**config.mk**
```make
export PLATFORM = sky130hd
export DESIGN_NAME = uart_receive_config_status
export DESIGN_NICKNAME = d
export VERILOG_FILES = /design/src/logic/uart_rx_pkg.sv /design/src/logic/uart_receive_config_status.sv
export SDC_FILE = /design/constraint.sdc
export NUM_CORES = 1
export LEC_CHECK = 0
export ABC_AREA = 1
export BUFFER_PORTS_ARGS = -buffer_cell sky130_fd_sc_hd__buf_2
export CORE_MARGIN = 5
export CORE_UTILIZATION = 25
export CTS_CLUSTER_DIAMETER = 30
export CTS_CLUSTER_SIZE = 8
export DETAILED_ROUTE_END_ITERATION = 10
export SLEW_MARGIN = 20
export SYNTH_ARGS = -nofsm -noshare
export SYNTH_HDL_FRONTEND = slang
export SYNTH_SLANG_ARGS = --single-unit
```
**constraint.sdc**
```tcl
create_clock -name clk -period 7 [get_ports clk]
set_input_delay 1.4 -clock clk [delete_from_list [all_inputs] [get_ports clk]]
set_output_delay 1.4 -clock clk [all_outputs]
set_load 0.02 [all_outputs]
```
**src/logic/uart_rx_pkg.sv**
```systemverilog
package uart_rx_pkg;
	// register byte offsets on the plain port
	localparam logic [7:0] OFF_MODE = 8'h00;
	localparam logic [7:0] OFF_STATUS = 8'h04;
	localparam logic [7:0] OFF_RXDATA = 8'h08;
	localparam logic [7:0] OFF_INT_STATUS = 8'h0c;
	localparam logic [7:0] OFF_INT_MASK = 8'h10;
	localparam logic [7:0] OFF_BAUD_MEASURE = 8'h14;
	// mode control field positions
	localparam int MODE_LOOPBACK = 6;
	localparam int MODE_AUTO_BAUD_ENABLE = 5;
	localparam int MODE_RECEIVE_POLARITY_INVERT = 4;
	localparam int MODE_HIGH_SPEED_SELECT = 3;
	localparam int MODE_DATA_PARITY_SELECT_HI = 2;
	localparam int MODE_DATA_PARITY_SELECT_LO = 1;
	localparam int MODE_STOP_COUNT_SELECT = 0;
	// status control field positions
	localparam int STA_RXISEL_HI = 7;
	localparam int STA_RXISEL_LO = 6;
	localparam int STA_ADDRESS_DETECT_ENABLE = 5;
	localparam int STA_IDLE = 4;
	localparam int STA_PARITY_ERROR_FLAG = 3;
	localparam int STA_FRAMING_ERROR_FLAG = 2;
	localparam int STA_OVR = 1;
	localparam int STA_AVAIL = 0;
	// character formats
	localparam logic [1:0] FMT_9N = 2'h3;
	localparam logic [1:0] FMT_8O = 2'h2;
	localparam logic [1:0] FMT_8E = 2'h1;
	// receive interrupt modes
	localparam logic [1:0] RXI_3Q = 2'h2;
	localparam logic [1:0] RXI_HALF = 2'h1;
	// buffer of four characters; thresholds in characters
	localparam int BUF_DEPTH = 4;
	localparam logic [2:0] LVL_3Q = 3'h3;
	localparam logic [2:0] LVL_HALF = 3'h2;
	localparam logic [2:0] LVL_ONE = 3'h1;
	localparam logic [2:0] LVL_FULL = 3'h4;
	// last tick index of a bit and of half a bit
	localparam logic [3:0] TK_TOP_4X = 4'h3;
	localparam logic [3:0] TK_TOP_16X = 4'hf;
	localparam logic [3:0] TK_HALF_4X = 4'h1;
	localparam logic [3:0] TK_HALF_16X = 4'h7;
	// the sync character 0x55 shows five falling edges over eight bit times
	localparam logic [2:0] AUTO_BAUD_ENABLE_LAST_EDGE = 3'h5;
	localparam int MEAS_W = 20;
	// interrupt event bits
	localparam int EV_RX_LEVEL = 0;
	localparam int EV_PARITY_ERROR_FLAG = 1;
	localparam int EV_FRAMING_ERROR_FLAG = 2;
	localparam int EV_OVR = 3;
	localparam int EV_AUTO_BAUD_ENABLE = 4;
	localparam int EV_ADDR = 5;
	localparam int EV_W = 6;
endpackage

```
**src/logic/uart_receive_config_status.sv**
```systemverilog
`timescale 1ns/10ps
module uart_receive_config_status (
	input wire logic clk, // 100 MHz clock
	input wire logic rst, // async reset, active high
	input wire logic ce, // clock enable, freezes all state when low
	input wire logic [7:0] addr, // register byte address
	input wire logic [31:0] wr_data, // write data
	input wire logic wr_en, // write strobe
	input wire logic rd_en, // read strobe
	output logic [31:0] rd_data, // read data, cycle after the strobe
	input wire logic serial_receive_line, // receive pin
	input wire logic tx_loop_line, // transmitter output for loopback
	input wire logic baud_tick, // one pulse per baud clock tick
	output logic rx_irq_flag, // receive interrupt level
	output logic irq // masked event interrupt level
);
	typedef enum logic [2:0] {st_idle, st_start, st_data, st_parity, st_stop} rx_state_t;
	localparam int BUF_DEPTH = uart_rx_pkg::BUF_DEPTH;

	rx_state_t st_ff;
	logic [6:0] mode_ff;
	logic [1:0] rxisel_ff;
	logic address_detect_enable_ff, ovr_ff;
	logic [3:0] tk_ff, bc_ff;
	logic [8:0] shift_ff;
	logic par_ff, fe_ff;
	logic [10:0] buf_ff [BUF_DEPTH];
	logic [1:0] wp_ff, rp_ff;
	logic [2:0] cnt_ff;
	logic line_prev_ff, ab_meas_ff, ab_tail_ff;
	logic [2:0] ab_edges_ff;
	logic [uart_rx_pkg::MEAS_W-1:0] ab_cnt_ff, baud_ff;
	logic [uart_rx_pkg::EV_W-1:0] ist_ff, imask_ff;
	logic [31:0] rd_data_ff;
	logic rx_irq_ff, irq_ff;

	// per-bit tick top, one function for full and half bit
	function automatic logic [3:0] tick_top(input logic high_speed_select, input logic half);
		if (half)
			return high_speed_select ? uart_rx_pkg::TK_HALF_4X : uart_rx_pkg::TK_HALF_16X;
		return high_speed_select ? uart_rx_pkg::TK_TOP_4X : uart_rx_pkg::TK_TOP_16X;
	endfunction

	// fill test against the selected interrupt mode
	function automatic logic level_met(input logic [1:0] sel, input logic [2:0] n);
		case (sel)
			uart_rx_pkg::RXI_3Q: return n >= uart_rx_pkg::LVL_3Q;
			uart_rx_pkg::RXI_HALF: return n >= uart_rx_pkg::LVL_HALF;
			default: return n >= uart_rx_pkg::LVL_ONE; // reserved code acts as not-empty
		endcase
	endfunction

	// field decode
	logic loopback, auto_baud_enable, receive_polarity_invert, high_speed_select, stop_count_select, nine_bit, has_par, odd_par;
	logic [1:0] data_parity_select;
	assign loopback = mode_ff[uart_rx_pkg::MODE_LOOPBACK];
	assign auto_baud_enable = mode_ff[uart_rx_pkg::MODE_AUTO_BAUD_ENABLE];
	assign receive_polarity_invert = mode_ff[uart_rx_pkg::MODE_RECEIVE_POLARITY_INVERT];
	assign high_speed_select = mode_ff[uart_rx_pkg::MODE_HIGH_SPEED_SELECT];
	assign data_parity_select = mode_ff[uart_rx_pkg::MODE_DATA_PARITY_SELECT_HI:uart_rx_pkg::MODE_DATA_PARITY_SELECT_LO];
	assign stop_count_select = mode_ff[uart_rx_pkg::MODE_STOP_COUNT_SELECT];
	assign nine_bit = (data_parity_select == uart_rx_pkg::FMT_9N);
	assign has_par = (data_parity_select == uart_rx_pkg::FMT_8O) || (data_parity_select == uart_rx_pkg::FMT_8E);
	assign odd_par = (data_parity_select == uart_rx_pkg::FMT_8O);

	// line source and polarity; after this, 1 is always idle
	logic line_src, line_n;
	assign line_src = loopback ? tx_loop_line : serial_receive_line;
	assign line_n = receive_polarity_invert ? ~line_src : line_src;

	// bus strobes
	logic mode_wr, sta_wr, rxd_rd, ist_wr, imask_wr;
	assign mode_wr = ce && wr_en && (addr == uart_rx_pkg::OFF_MODE);
	assign sta_wr = ce && wr_en && (addr == uart_rx_pkg::OFF_STATUS);
	assign ist_wr = ce && wr_en && (addr == uart_rx_pkg::OFF_INT_STATUS);
	assign imask_wr = ce && wr_en && (addr == uart_rx_pkg::OFF_INT_MASK);
	assign rxd_rd = ce && rd_en && (addr == uart_rx_pkg::OFF_RXDATA);

	// receiver timing
	logic tick_last, half_last, ch_done, ovr_clear_go, fall, ab_done;
	logic [3:0] last_bit, last_stop;
	assign tick_last = baud_tick && (tk_ff == tick_top(high_speed_select, 1'b0));
	assign half_last = baud_tick && (tk_ff == tick_top(high_speed_select, 1'b1));
	assign last_bit = nine_bit ? 4'h8 : 4'h7;
	assign last_stop = stop_count_select ? 4'h1 : 4'h0;
	assign ch_done = ce && (st_ff == st_stop) && tick_last && (bc_ff == last_stop);
	// a stray 1 written to the overrun bit never sets it
	assign ovr_clear_go = sta_wr && ovr_ff && !wr_data[uart_rx_pkg::STA_OVR];
	assign fall = line_prev_ff && !line_n;
	assign ab_done = ce && ab_meas_ff && fall
		&& (ab_edges_ff == uart_rx_pkg::AUTO_BAUD_ENABLE_LAST_EDGE - 3'h1);

	// completed character and its checks
	logic stop_bad, par_bad, addr_skip, push, overflow;
	assign stop_bad = !line_n;
	assign par_bad = has_par && ((^shift_ff[7:0] ^ par_ff) != odd_par);
	assign addr_skip = address_detect_enable_ff && nine_bit && !shift_ff[8];
	assign push = ch_done && !addr_skip && (cnt_ff != uart_rx_pkg::LVL_FULL);
	assign overflow = ch_done && !addr_skip && (cnt_ff == uart_rx_pkg::LVL_FULL);

	logic pop;
	assign pop = rxd_rd && (cnt_ff != 3'h0);

	// mode register; a software write wins over the hardware clear of auto-baud
	always_ff @(posedge clk or posedge rst)
	begin
		if (rst)
			mode_ff <= 7'h00;
		else if (mode_wr)
			mode_ff <= wr_data[6:0];
		else if (ab_done)
			mode_ff[uart_rx_pkg::MODE_AUTO_BAUD_ENABLE] <= 1'b0;
	end

	// status control writable fields
	always_ff @(posedge clk or posedge rst)
	begin
		if (rst)
		begin
			rxisel_ff <= 2'h0;
			address_detect_enable_ff <= 1'b0;
		end
		else if (sta_wr)
		begin
			rxisel_ff <= wr_data[uart_rx_pkg::STA_RXISEL_HI:uart_rx_pkg::STA_RXISEL_LO];
			address_detect_enable_ff <= wr_data[uart_rx_pkg::STA_ADDRESS_DETECT_ENABLE];
		end
	end

	// overrun: hardware sets, software alone clears; a set beats the clear
	always_ff @(posedge clk or posedge rst)
	begin
		if (rst)
			ovr_ff <= 1'b0;
		else if (overflow)
			ovr_ff <= 1'b1;
		else if (ovr_clear_go)
			ovr_ff <= 1'b0;
	end

	// receive state machine; held idle while auto-baud owns the line
	always_ff @(posedge clk or posedge rst)
	begin
		if (rst)
		begin
			st_ff <= st_idle;
			tk_ff <= 4'h0;
			bc_ff <= 4'h0;
			shift_ff <= 9'h000;
			par_ff <= 1'b0;
			fe_ff <= 1'b0;
		end
		else if (ovr_clear_go && !overflow)
		begin
			st_ff <= st_idle;
			tk_ff <= 4'h0;
			bc_ff <= 4'h0;
			shift_ff <= 9'h000;
			par_ff <= 1'b0;
			fe_ff <= 1'b0;
		end
		else if (ce)
		begin
			case (st_ff)
				st_idle:
				begin
					tk_ff <= 4'h0;
					bc_ff <= 4'h0;
					fe_ff <= 1'b0;
					if (!line_n && !auto_baud_enable && !ab_meas_ff && !ab_tail_ff)
					begin
						st_ff <= st_start;
						shift_ff <= 9'h000;
					end
				end
				st_start:
					if (half_last)
					begin
						tk_ff <= 4'h0;
						// a glitch shorter than half a bit is not a start
						st_ff <= line_n ? st_idle : st_data;
					end
					else if (baud_tick)
						tk_ff <= tk_ff + 4'h1;
				st_data:
					if (tick_last)
					begin
						tk_ff <= 4'h0;
						shift_ff[bc_ff] <= line_n;
						if (bc_ff == last_bit)
						begin
							bc_ff <= 4'h0;
							st_ff <= has_par ? st_parity : st_stop;
						end
						else
							bc_ff <= bc_ff + 4'h1;
					end
					else if (baud_tick)
						tk_ff <= tk_ff + 4'h1;
				st_parity:
					if (tick_last)
					begin
						tk_ff <= 4'h0;
						par_ff <= line_n;
						st_ff <= st_stop;
					end
					else if (baud_tick)
						tk_ff <= tk_ff + 4'h1;
				st_stop:
					if (tick_last)
					begin
						tk_ff <= 4'h0;
						if (stop_bad)
							fe_ff <= 1'b1;
						if (bc_ff == last_stop)
							st_ff <= st_idle;
						else
							bc_ff <= bc_ff + 4'h1;
					end
					else if (baud_tick)
						tk_ff <= tk_ff + 4'h1;
				default:
					st_ff <= st_idle;
			endcase
		end
	end

	// buffer storage: error flags ride with each character
	always_ff @(posedge clk or posedge rst)
	begin
		if (rst)
		begin
			for (int i = 0; i < BUF_DEPTH; i++)
				buf_ff[i] <= 11'h000;
		end
		else if (push)
			buf_ff[wp_ff] <= {fe_ff | stop_bad, par_bad, shift_ff};
	end

	// buffer pointers and fill; overrun clear flushes
	always_ff @(posedge clk or posedge rst)
	begin
		if (rst)
		begin
			wp_ff <= 2'h0;
			rp_ff <= 2'h0;
			cnt_ff <= 3'h0;
		end
		else if (ovr_clear_go && !overflow)
		begin
			wp_ff <= 2'h0;
			rp_ff <= 2'h0;
			cnt_ff <= 3'h0;
		end
		else if (ce)
		begin
			if (push)
				wp_ff <= wp_ff + 2'h1;
			if (pop)
				rp_ff <= rp_ff + 2'h1;
			if (push && !pop)
				cnt_ff <= cnt_ff + 3'h1;
			else if (pop && !push)
				cnt_ff <= cnt_ff - 3'h1;
		end
	end

	// auto-baud: count clocks from the start edge to the fifth falling edge
	always_ff @(posedge clk or posedge rst)
	begin
		if (rst)
		begin
			line_prev_ff <= 1'b1;
			ab_meas_ff <= 1'b0;
			ab_tail_ff <= 1'b0;
			ab_edges_ff <= 3'h0;
			ab_cnt_ff <= '0;
			baud_ff <= '0;
		end
		else if (ce)
		begin
			line_prev_ff <= line_n;
			if (ab_done)
			begin
				ab_meas_ff <= 1'b0;
				ab_tail_ff <= 1'b1;
				baud_ff <= ab_cnt_ff;
			end
			else if (ab_meas_ff)
			begin
				if (fall)
					ab_edges_ff <= ab_edges_ff + 3'h1;
				if (ab_cnt_ff != '1)
					ab_cnt_ff <= ab_cnt_ff + 1'b1;
			end
			else if (auto_baud_enable && st_ff == st_idle && fall)
			begin
				ab_meas_ff <= 1'b1;
				ab_edges_ff <= 3'h1;
				ab_cnt_ff <= '0;
			end
			// the last low bit of the sync must not look like a start
			if (ab_tail_ff && line_n)
				ab_tail_ff <= 1'b0;
		end
	end

	// current character views
	logic [10:0] head;
	logic idle_flag, parity_error_flag_flag, framing_error_flag_flag, avail;
	assign head = buf_ff[rp_ff];
	assign avail = (cnt_ff != 3'h0);
	assign parity_error_flag_flag = avail && head[9];
	assign framing_error_flag_flag = avail && head[10];
	assign idle_flag = (st_ff == st_idle) && !ab_meas_ff && !ab_tail_ff;

	// event status, write one to clear; a new event beats the clear
	logic [uart_rx_pkg::EV_W-1:0] ev;
	always_comb
	begin
		ev = '0;
		ev[uart_rx_pkg::EV_RX_LEVEL] = ce && level_met(rxisel_ff, cnt_ff);
		ev[uart_rx_pkg::EV_PARITY_ERROR_FLAG] = push && par_bad;
		ev[uart_rx_pkg::EV_FRAMING_ERROR_FLAG] = push && (fe_ff || stop_bad);
		ev[uart_rx_pkg::EV_OVR] = overflow;
		ev[uart_rx_pkg::EV_AUTO_BAUD_ENABLE] = ab_done;
		ev[uart_rx_pkg::EV_ADDR] = push && nine_bit && address_detect_enable_ff;
	end

	always_ff @(posedge clk or posedge rst)
	begin
		if (rst)
			ist_ff <= '0;
		else if (ce)
			ist_ff <= (ist_wr ? ist_ff & ~wr_data[uart_rx_pkg::EV_W-1:0] : ist_ff) | ev;
	end

	always_ff @(posedge clk or posedge rst)
	begin
		if (rst)
			imask_ff <= '0;
		else if (imask_wr)
			imask_ff <= wr_data[uart_rx_pkg::EV_W-1:0];
	end

	// interrupt outputs registered to keep them glitch free
	always_ff @(posedge clk or posedge rst)
	begin
		if (rst)
		begin
			rx_irq_ff <= 1'b0;
			irq_ff <= 1'b0;
		end
		else if (ce)
		begin
			rx_irq_ff <= level_met(rxisel_ff, cnt_ff);
			irq_ff <= |(ist_ff & imask_ff);
		end
	end

	// read data valid in the cycle after the strobe only; unmapped reads zero
	always_ff @(posedge clk or posedge rst)
	begin
		if (rst)
			rd_data_ff <= 32'h0000_0000;
		else if (ce)
		begin
			rd_data_ff <= 32'h0000_0000;
			if (rd_en)
				case (addr)
					uart_rx_pkg::OFF_MODE: rd_data_ff <= {25'h0, mode_ff};
					uart_rx_pkg::OFF_STATUS: rd_data_ff <= {24'h0, rxisel_ff, address_detect_enable_ff,
						idle_flag, parity_error_flag_flag, framing_error_flag_flag, ovr_ff, avail};
					uart_rx_pkg::OFF_RXDATA: rd_data_ff <= {23'h0, avail ? head[8:0] : 9'h000};
					uart_rx_pkg::OFF_INT_STATUS: rd_data_ff <= {26'h0, ist_ff};
					uart_rx_pkg::OFF_INT_MASK: rd_data_ff <= {26'h0, imask_ff};
					uart_rx_pkg::OFF_BAUD_MEASURE: rd_data_ff <= {12'h0, baud_ff};
					default: rd_data_ff <= 32'h0000_0000;
				endcase
		end
	end

	assign rd_data = rd_data_ff;
	assign rx_irq_flag = rx_irq_ff;
	assign irq = irq_ff;
endmodule

```
==> results of run 1 <==
==> logic make-up after synthesis <==
logic type,count (synthesis)
buffers and inverters,178
XOR/XNOR,35
adder cells (fa/ha/maj),22
flip-flops,164
AND/OR/NAND/NOR,554
other,1
AO/OA/AOI/OAI,191
multiplexers,6
==> power by group through the flow <==
stage | Sequential, uW | Combinational, uW | Clock [uW]
floorplan | 1050 | 346 | 0
global placement | 1070 | 403 | 0
detailed placement | 1070 | 413 | 0
CTS | 1060 | 414 | 977
global route | 1060 | 469 | 1020
finish | 1060 | 409 | 957
==> cell usage in the layout, fill, tap and decap left out, types with 7 or more instances in the layout <==
cell,n
o22ai_1,7
a21oi_1,18
a32o_1,12
dfrtp_1,163
nand3_1,73
ha_1,22
o21ai_0,134
nand2_1,322
buf_2,45
inv_6,8
nor2_1,88
nand4_1,22
xnor2_1,9
xor2_1,26
nand2_2,10
conb_1,12
inv_1,117
clkbuf_16,17
nor3_1,15
==> critical path: stages <==
cell     delay, ps
buf_2           90
nand2_1         70
nand3_1         80
nand2_1        250
nor2_2         100
nand2_1        390
nand4_1        590
o21ai_0        370
==> per-layer routing <==
metal	GRT usage, %	wire length (um)
met1	16.45	11400
met2	18.02	10380
met3	2.132	873
met4	3.761	507
met5	0	0
==> sequential cells by signal, summed over array words and instances, names as in the netlist, 4 cells and up <==
signal	cells
buf_ff	44
shift_ff	9
ab_cnt_ff	20
rd_data	20
imask_ff	6
bc_ff	4
tk_ff	4
mode_ff	7
baud_ff	20
ist_ff	6
==> worst max-delay path by stage <==
stage                               end  cells past startpoint    startpoint
after detailed placement  ab_cnt_ff[19]                      8  tx_loop_line
final                     ab_cnt_ff[19]                      8  tx_loop_line
after floorplan            ab_cnt_ff[0]                      1           rst
after global routing      ab_cnt_ff[17]                      8  tx_loop_line
after global placement    ab_cnt_ff[17]                      8  tx_loop_line
after CTS                 ab_cnt_ff[19]                      8  tx_loop_line
==> final cells by class <==
type	count	area [um2]	area share (%)
Multi-Input combinational cell	820	4213	41.07
Sequential cell	164	4105	40.02
Tap cell	461	576.8	5.623
Inverter	127	486.7	4.745
Clock buffer	18	439.2	4.282
Timing Repair Buffer	51	274.0	2.671
Clock inverter	13	160.2	1.561
Antenna cell	1	2.502	0.02440
==> stage by stage <==
step	setup WS, ps	hold WS [ps]	util [%]	cell area, um2
global placement	3614	457.2	27.07	9652
global route	3782	507.4	28.77	10260
CTS	3979	478.2	28.75	10250
floorplan	1168	443.8	-	9109
detailed placement	3548	460.9	27.07	9652
finish	3969	472.5	28.77	10260
==> results list, run 1 <==
- After filler insertion, the fill cell instance count of the layout stands at 3812.
- Setup repair after global routing missed its margin: false
* Number of global-route vias before repair: 7111
- Worst hold path class: flip-flop to flip-flop
- Share of synthesized cell area in and, or, nand and nor gates: 26.95%
- Number of synthesized flops with an enable pin: 0
- The first detailed-routing pass ran for 5 iterations.
* Synthesized area per cell: roughly 7.9 um2
- Number of library cell types mapped by synthesis: 49
* Number of buffers between clock root and the deepest sink: 2
* Total instance count after detailed placement: 1623
* Comb power frac: 16.9%
* Clock latency on the worst-skew pair: 430 ps
- Number of buffers inserted for hold repair after clock tree synthesis: 0
- Number of gates given a new drive strength after cts: 0
- The initial antenna violation count was 1.
* Floorplan die height: 200.4 um
- After floorplanning, the core was sized to cover between 0.03 and 0.04 mm2.
* Slew HR: roughly 47%
- Cell internal power was estimated by the tool at 1670 uW.
* Area growth from synthesis to final layout: 13.12%
- DIE AREA: 0.04018 mm2
- After layout, the worst path uses 43.30% of the clock period.
- In the final layout, the share of cells above drive strength 1 is 10.39%.
* Worst R2R Setup Slack: about 4400 ps
* Switching power: 752.3 uW
* Flop and latch count out of synthesis: 164
* Biggest fanout along the worst timing path: 15
* Reg-to-reg startpoint: rp_ff[0]
- Max-cap viol count: 0
- HPWL after DPL: 16940 um
- Reg2Reg Depth: 7
- Maximum number of pins on one net before global-route repair: 82
* First-pass GRT wire length: 38370 um
* Final total power: 2423 uW
- Startpoint of the lowest-slack hold path: rd_data[0]
* Congestion Overflow GR: 0
* Cell area power density: between 200 and 250 mW/mm2
- In the synthesized netlist the async set-or-reset flop fraction comes to 100.0%.
- In this run the clock root is driven by a clkbuf_16.
- During synthesis, Yosys emitted a total of 0 warnings.
- Capture point of the worst reg-to-reg path: rd_data[3]
- Adder and majority cell fraction of the synthesized area: 3.036%
- The number of endpoints with negative hold slack in the final report was 0.
- Share of power burned in registers: 43.6%
* Max-slew violation total from the final report: 0
- In this run the horizontal extent of the chip is 200.4 um.
* Number of cells traversed by the worst hold path: 2
- Fraction of synthesized cell area taken by the top area cell type: 44.98%
- In the routed design, unresolved DRC markers number 0.
- Clk sinks: 164
- Yosys top cell by area: dfrtp_1
* Endpoint type of the worst setup path: flip-flop
- VDD sags by at most 0.1532 mV.
- Number of setup violations in the final report: 0
* Layout net count: 1251
* Postcts setup bufs: 0
- The clock arrives with 11.68 ps of skew.
* FP Rows: 69
- F_max: ~330 MHz
* CTS tree: done
* Startpoint Class: input pin
- Post-detailed-routing wire length: 23160 um
- Violation count after the first detailed-route iteration: roughly 480
- Multiplexer share of the synthesized area: 0.7313%
* Post-synthesis share of cell area spent on xor and xnor gates: roughly 3.4%
- I/O pin cnt: 82
- Cell leakage power: 0.005002 uW
- For this run, the number of standard cells in the final layout without fillers is roughly 1700.
* Relative contribution of the clock network to total power: 39.5%
- Leading post-synthesis cells by instance count: nand2_1, dfrtp_1, o21ai_0, inv_1, nor2_1
- Netlist area before placement: ~0.0091 mm2
- In the routed layout, each cell is associated on average with a via count of roughly 4.5.
- Once detail routing completed, the nets flagged for antenna violations numbered 0.
- Worst Path Class, Setup: input pin to flip-flop
- Input/output buffers: 45
- Avg WL per Cell: approximately 14 um
- At the end of routability-driven placement, the weighted congestion stood at roughly 0.83.
* Setup TNS after final layout: 0 ps
- Synthesis handed over a netlist of 1151 instances.
- Global-route usage over all layers: 11.62%
- Required time of the critical path: 7320 ps
- After synthesis, the cell types taking the most area are dfrtp_1, nand2_1, o21ai_0.
- Clk slew on worst S/H paths: 60 ps
* Actual transition at the worst max-transition pin: between 800 and 900 ps
* Time the worst path needs with I/O delays and setup: 3031 ps
* Result of the run: completed
- Endpoint of the worst hold path: rd_data[0]
* Sequential share of the synthesized area: 45.27%
- Most common cell in the synthesized netlist: nand2_1
- By area, the combinational part of the netlist is dominated by simple AND/OR/NAND/NOR gates.
* Routed via count: ~7500
- In this run switching power makes up 31.05% of total power.
- Summing the areas of all compound-gate instances in the mapped netlist gives between 10% and 20% of the synthesized area.
* Initial standard-cell utilization of the core: approximately a quarter
* Most common flop cell mapped by yosys: dfrtp_1
- Count of H-tree levels built during CTS: 4
- Arrival time reported for the critical path endpoint: 3360 ps
- TritonCTS created 17 clock buffers.
(Power assumes the default switching activity.)
==> run 2: changes to the inputs <==
--- a/config.mk
+++ b/config.mk
@@ -5,7 +5,7 @@
 export SDC_FILE = /design/constraint.sdc
 export NUM_CORES = 1
 export LEC_CHECK = 0
-export ABC_AREA = 1
+export ABC_AREA = 0
 export BUFFER_PORTS_ARGS = -buffer_cell sky130_fd_sc_hd__buf_2
 export CORE_MARGIN = 5
 export CORE_UTILIZATION = 25
==> constraint.sdc (replaced) <==
create_clock -name clk -period 2.56 [get_ports clk]
set_input_delay 0.512 -clock clk [delete_from_list [all_inputs] [get_ports clk]]
set_output_delay 0.512 -clock clk [all_outputs]
set_load 0.02 [all_outputs]
==> results list, run 2 <==
- Result of the run: completed
- Initial antenna violation count: 2 (+1)
- The post-layout utilization of the core came to 29.80% (+1.0 points).
- The max-slew violation count came to 0 (unchanged).
- The total number of vias was 6154 (-18%).
* HPWL after DPL: 16230 um (-4.2%)
* Relative contribution of the clock network to total power: 39.1% (-0.4 points)
* First-pass GRT wire length: 35890 um (-6.5%)
- Largest stage delay on the critical path: 520 ps (-70 ps)
* Leading post-synthesis cells by instance count: dfrtp_1, nand2_1, mux2_2, o21ai_0, nor2_1
- Cell types with the largest area share after synthesis: dfrtp_1, mux2_2, mux2_4
- The fraction of power consumed by sequential logic is 43.7% (about the same).
- The worst-case vdd ir drop came to 0.4563 mV (+200%).
* DIE AREA: 0.03855 mm2 (-4.1%)
* Final-layout fill cell count: 3585 (-6.0%)
* Area of the core region: 0.03437 mm2 (-3.6%)
- Summed over all instances, the cell type with the most area after synthesis is dfrtp_1.
- I/O pin cnt: 82 (unchanged)
- Slew HR: 48.96% (+2.4 points)
- Most common flop cell mapped by yosys: dfrtp_1
- The count of cells resized by post-cts repair was 0 (unchanged).
* Finished Cell Area: 0.01024 mm2 (-0.15%)
- F_max: 422.5 MHz
* Switching Share: 31.69% (+0.64 points)
- The required arrival time at the worst endpoint was 2850 ps (-4470 ps).
- The number of buffers created by CTS was 17 (unchanged).
* Most common cell in the synthesized netlist: dfrtp_1
* Clock latency on the worst-skew pair: 440 ps (about the same)
- Max-cap viol count: 0 (unchanged)
* Biggest fanout along the worst timing path: 6 (-9)
- Count of H-tree levels built during CTS: 4 (unchanged)
* Sequential share of the synthesized area: 47.30% (+2.0 points)
- CTS tree: done
- Instance area after placement: 0.009659 mm2 (about the same)
* Register with the highest flop count: buf_ff
* Most used cell, CP: nor3_1
- Length of the first detailed-routing pass in iterations: 5 (unchanged)
* Setup repair after global routing missed its margin: false
- The number of clock sinks came to 164 (unchanged).
- The endpoint arrival time on the critical path came to 2660 ps (-700 ps).
- The pin count of the biggest net entering global routing came to 49 (-40%).
- YS warnings: 0 (unchanged)
- Number of buffers between clock root and the deepest sink: 2 (unchanged)
- The tightest min-delay check is of the input pin to async pin type.
* Number of flip-flops in the largest register: 44 (unchanged)
* Number of global-route vias before repair: 6326 (-11%)
* Worst Path Class, Setup: flip-flop to flip-flop
- Postcts setup bufs: 0 (unchanged)
- The ratio of cells with drive above 1 in the final layout came to 27.57% (+17 points).
- Residual antenna-violating net count after detailed routing: 0 (unchanged)
- The count of buffers inserted at the top-level ports is 45 (unchanged).
* Cell with the largest stage delay on the worst path: nor3_1
- Post-detailed-routing wire length: 22050 um (-4.8%)
- Area growth from synthesis to final layout: 18.00%
- Worst-case setup margin in the final layout: 193.4 ps (-3776 ps)
* Cell internal power dissipation: 4480 uW (+170%)
* Avg WL per Cell: 16.82 um (+20%)
- Violation count after the first detailed-route iteration: 388 (-19%)
* Number of library cell types mapped by synthesis: 86 (+76%)
- Final hold viol count: 0 (unchanged)
- Number of buffers inserted for hold repair after clock tree synthesis: 0 (unchanged)
- Floorplan die height: 196.3 um (-2.1%)
- Switching power: 2079 uW (+180%)
- The number of synthesized register bits was 164 (unchanged).
- Number of setup violations in the final report: 0 (unchanged)
* Startpoint Class: flip-flop
- Leaving out fill and tap cells, the most frequent cell in the layout is dfrtp_1.
- The number of nets in the final layout came to 913 (-27%).
- The total congestion overflow after global routing was 0 (unchanged).
- Cell leakage power: 0.004875 uW (-2.5%)
- The cell area after synthesis was 0.008680 mm2 (-4.3%).
* Clk slew on worst S/H paths: 70 ps (about the same)
- The starting density of the core is 25.25% (-0.18 points).
- The die width is 196.3 um (-2.1%).
* Gpl congestion: 0.8505 (+2.4%)
* Commonest non-fill, non-tap cells in the layout: dfrtp_1, nand2_1, buf_2
* Cell Chain, Critical Path: or3b_2, a211o_1, a22oi_1, o21ai_0, nor3_1, nor3_1
* Number of synthesized flops with an enable pin: 0 (unchanged)
- The number of non-filler instances in the completed layout was 1311 (-21%).
- The post-synthesis instance total was 766 (-33%).
* Cell area power density: 640.3 mW/mm2 (+170%)
- Synthesized area per cell: 11.33 um2 (+44%)
- Root buf cell: clkbuf_16
- The fraction of post-synthesis cell area in the top cell type by area is 46.99% (+2.0 points).
* Total instance count after detailed placement: 1279 (-21%)
- FFs w/ async S/R, synth: 100.0% (unchanged)
- Final clock skew: 11.09 ps (-0.5951 ps)
* Worst hold slack after final layout: 222.4 ps (-250.1 ps)
- Endpoint type of the worst setup path: flip-flop
- Antenna diode count: 0 (-1)
- The pre-CTS worst setup slack was 164.0 ps (-3384 ps).
* Comb power frac: 17.2% (+0.3 points)
- After layout, the worst path uses 92.45% of the clock period.
* FP Rows: 68 (-1.4%)
- The global routing usage summed across all routing layers is 11.65% (+0.031 points).
- After layout, the minimum clock period comes to 2367 ps.
- Average vias per placed instance: 4.694 (+4.0%)
- Number of remaining DRC errors: 0 (unchanged)
- The transition time of the tightest slew-check pin was 764.0 ps (-36.98 ps).
==> run 2: final cells by class <==
cell class              instances  area [um2]  area share, %
clock buffers                  17       425.4          4.153
clock inverters                15       157.7          1.539
inverters                      24       93.84         0.9162
multi-input cells             544        4250          41.50
flip-flops and latches        164        4105          40.08
well taps                     455       569.3          5.558
repair buffers                 92       640.6          6.255
==> run 2: per-stage QoR <==
step | power [uW] | setup TNS, ps
floorplan | 3672 | -5864
global placement | 4022 | 0
detailed placement | 4046 | 0
CTS | 6610 | 0
global route | 6922 | 0
finish | 6559 | 0
==> run 2: power by group through the flow <==
stage	combinational, uW	clock [uW]	sequential (uW)
after floorplan	788	0	2880
after detailed placement	1130	0	2920
final	1130	2570	2870
after global routing	1270	2750	2900
after CTS	1130	2610	2870
after global placement	1110	0	2910
==> run 2: logic make-up (layout without fill, tap and decap cells) <==
kind of cell             count (synthesis)  after routing  synth area share [%]
AO/OA/AOI/OAI                          166            166                 13.77
XOR/XNOR                                19             19                 2.004
adder cells (fa/ha/maj)                 24             24                 3.416
buffers and inverters                   69            148                 4.209
flip-flops                             164            164                 47.30
multiplexers                            91             91                 14.69
other                                    1             12               0.04320
AND/OR/NAND/NOR                        232            232                 14.57
==> run 2: worst max-delay path, delay by kind of cell (launching register included) <==
kind	cells	cell delay, ps
AOI/OAI and AO/OA	3	650
DFF	1	470
and+or+nand+nor	3	1100
==> run 2: final timing paths <==
| check | start | to | slack (ps) | depth (start not counted) |
|---|---|---|---|---|
| max in group asynchronous | rst | ab_cnt_ff[5] | 1610 | 3 |
| min in group clk | wr_data[6] | mode_ff[6] | 330 | 2 |
| worst min-delay path | rst | baud_ff[17] | 220 | 2 |
| worst max register to register | mode_ff[3] | tk_ff[1] | 190 | 6 |
| worst max-delay path | mode_ff[3] | tk_ff[1] | 190 | 6 |
| worst min register to register | baud_ff[14] | baud_ff[14] | 480 | 2 |
==> run 2: layer usage <==
metal / global-route usage (%) / routed length (um) / vias to the layer above
met4: 3.646 / 434 / 4
met3: 2.410 / 734 / 29
met5: 0 / 21 / -
li1: - / - / 2951
met2: 19.06 / 10840 / 101
met1: 15.57 / 10020 / 3069
==> run 3: changes to the inputs <==
--- a/config.mk
+++ b/config.mk
@@ -5,7 +5,7 @@
 export SDC_FILE = /design/constraint.sdc
 export NUM_CORES = 1
 export LEC_CHECK = 0
-export ABC_AREA = 0
+export ABC_AREA = 1
 export BUFFER_PORTS_ARGS = -buffer_cell sky130_fd_sc_hd__buf_2
 export CORE_MARGIN = 5
 export CORE_UTILIZATION = 25
==> results list, run 3 (same netlist as run 1, synthesis figures left out) <==
* Clock latency on the worst-skew pair: 430 ps (about the same)
- GR met1 Demand/Resource: 16.70% (+1.1 points)
- Core occupancy in the finished layout: 29.06% (-0.73 points)
- The met2 track utilization from global routing came to 18.59% (-0.47 points).
- Result of the run: completed
- The number of clock sinks came to 164 (unchanged).
- Post-detailed-routing wire length: 23640 um (+7.2%)
- Slew HR: 51.46% (+2.5 points)
* Root buf cell: clkbuf_16
* FP Rows: 69 (+1.5%)
- Congestion Overflow GR: 0 (unchanged)
* Initial standard-cell utilization of the core: 25.43% (+0.18 points)
* CTS tree: done
- The number of flip-flops under the largest register name was 44 (unchanged).
- Area of the core region: 0.03566 mm2 (+3.7%)
- Number of global-route vias before repair: 7205 (+14%)
- Period Utilization, post-route: 90.02% (-2.4 points)
- The worst hold-check slack is 203.8 ps (-18.56 ps).
- Number of buffers created by CTS: 17 (unchanged)
- Max-cap viol count: 0 (unchanged)
- The count of final setup violators was 0 (unchanged).
- Global-route usage over all layers: 11.77% (+0.12 points)
* Time the worst path needs with I/O delays and setup: 2305 ps (-62.10 ps)
* Worst Path Class, Setup: flip-flop to flip-flop
* Final hold viol count: 0 (unchanged)
- The count of TritonRoute iterations in the first routing pass is 5 (unchanged).
- Horiz. Die Dim: 200.4 um (+2.1%)
* Number of gates given a new drive strength after cts: 0 (unchanged)
- Number of buffers between clock root and the deepest sink: 2 (unchanged)
- The total number of vias came to 7551 (+23%).
- The worst setup path is captured at a flip-flop.
* Required time of the critical path: 2860 ps (about the same)
* Average vias per placed instance: 4.527 (-3.6%)
* Layout cell share with drive strength beyond 1: 11.11% (-16 points)
* Minimum setup slack after placement: 161.5 ps (-2.495 ps)
* Residual antenna-violating net count after detailed routing: 0 (unchanged)
- The library cells used most frequently in the layout, excluding fill and tap cells, are nand2_1, dfrtp_1, o21ai_0.
* Setup repair after global routing missed its margin: false
* Layout net count: 1263 (+38%)
- Most heavily used metal layer in global routing: met2
- Input/output buffers: 45 (unchanged)
- Number of remaining DRC errors: 0 (unchanged)
- Gpl congestion: 0.8389 (-1.4%)
- Biggest fanout along the worst timing path: 6 (unchanged)
* Clk slew on worst S/H paths: 70 ps (about the same)
- The fmax was 433.9 MHz (+2.7%).
- I/O pin cnt: 82 (unchanged)
- Relative to the synthesized area, the layout overhead comes to 14.28%.
- The detailed-placement wirelength estimate came to 17300 um (+6.6%).
- Worst IR Drop VDD: 0.4514 mV (-1.1%)
- Register with the highest flop count: buf_ff
- In this run the worst hold path is classified as input pin to async pin.
- The depth of the worst register-to-register path was 11 (+5).
- Count of H-tree levels built during CTS: 4 (unchanged)
- Cell leakage power: 0.005054 uW (+3.7%)
* Worst-case setup margin in the final layout: 255.5 ps (+62.10 ps)
- First-pass GRT wire length: 39050 um (+8.8%)
* Cell area power density: 642.3 mW/mm2 (+0.30%)
- Avg WL per Cell: 14.17 um (-16%)
* Max-slew violation total from the final report: 0 (unchanged)
- Floorplan die height: 200.4 um (+2.1%)
* Violation count after the first detailed-route iteration: 522 (+35%)
- The pin count of the biggest net entering global routing came to 110 (+120%).
* Final clock skew: 10.26 ps (-0.8235 ps)
- Postcts setup bufs: 0 (unchanged)
- Startpoint Class: flip-flop
- The area of the die is 0.04018 mm2 (+4.2%).
- The count of hold-fix buffers inserted at cts was 0 (unchanged).
- The initial antenna violation count came to 2 (unchanged).
- Met3 GRT Util: 2.181% (-0.23 points)
- Arrival time reported for the critical path endpoint: 2600 ps (-60 ps)
* Leading cell type in the layout, fill and taps excluded: nand2_1
* Actual transition at the worst max-transition pin: 728.1 ps (-35.90 ps)
## run 3: path summary, 6_finish.rpt
| kind | startpoint | end | slack, ps |
|---|---|---|---|
| setup / recovery | cnt_ff[0] | rd_data[5] | 260 |
| max in group asynchronous | rst | ab_cnt_ff[12] | 1730 |
| hold reg to reg | buf_ff[31] | buf_ff[31] | 470 |
| hold / removal | rst | bc_ff[2] | 200 |
| min in group clk | wr_data[7] | rxisel_ff[1] | 300 |
| setup reg to reg | cnt_ff[0] | rd_data[5] | 260 |
## run 3: through the flow
stage,power [uW],std cells,setup TNS [ps],cell area (um2)
finish,6656,1668,0,10360
global route,7002,1668,0,10360
CTS,6720,1667,0,10360
detailed placement,4094,1635,0,9766
global placement,4067,1635,0,9766
floorplan,3832,1162,-5864,9112
## run 3: critical path, cell delays in order, from the launching register on
cell and delay [ps]:
dfrtp_1 420, inv_1 160, ha_1 190, inv_1 40, nor2_1 170, inv_1 110, nand3_1 200, inv_1 160
nand2_1 120, o21ai_0 100, o31ai_1 420, nand2_1 80
## run 3: cell type report
class / instances / area, um2
repair buffers: 63 / 385.4
flip-flops and latches: 164 / 4105
clock inverters: 12 / 157.7
multi-input cells: 820 / 4213
inverters: 127 / 485.5
well taps: 461 / 576.8
clock buffers: 20 / 436.7
fillers: 3777 / 25290
diodes: 1 / 2.502
## run 3: where the power goes
part	internal [uW]	total [uW]	switching (uW)
clock network	1540	2610	1070
logic	367	1170	802
registers	2730	2880	149
## run 3: metal layers
layer	wire, um	vias to the layer above
met4	347	2
li1	-	3792
met1	11490	3588
met5	13	-
met2	10780	145
met3	1004	24
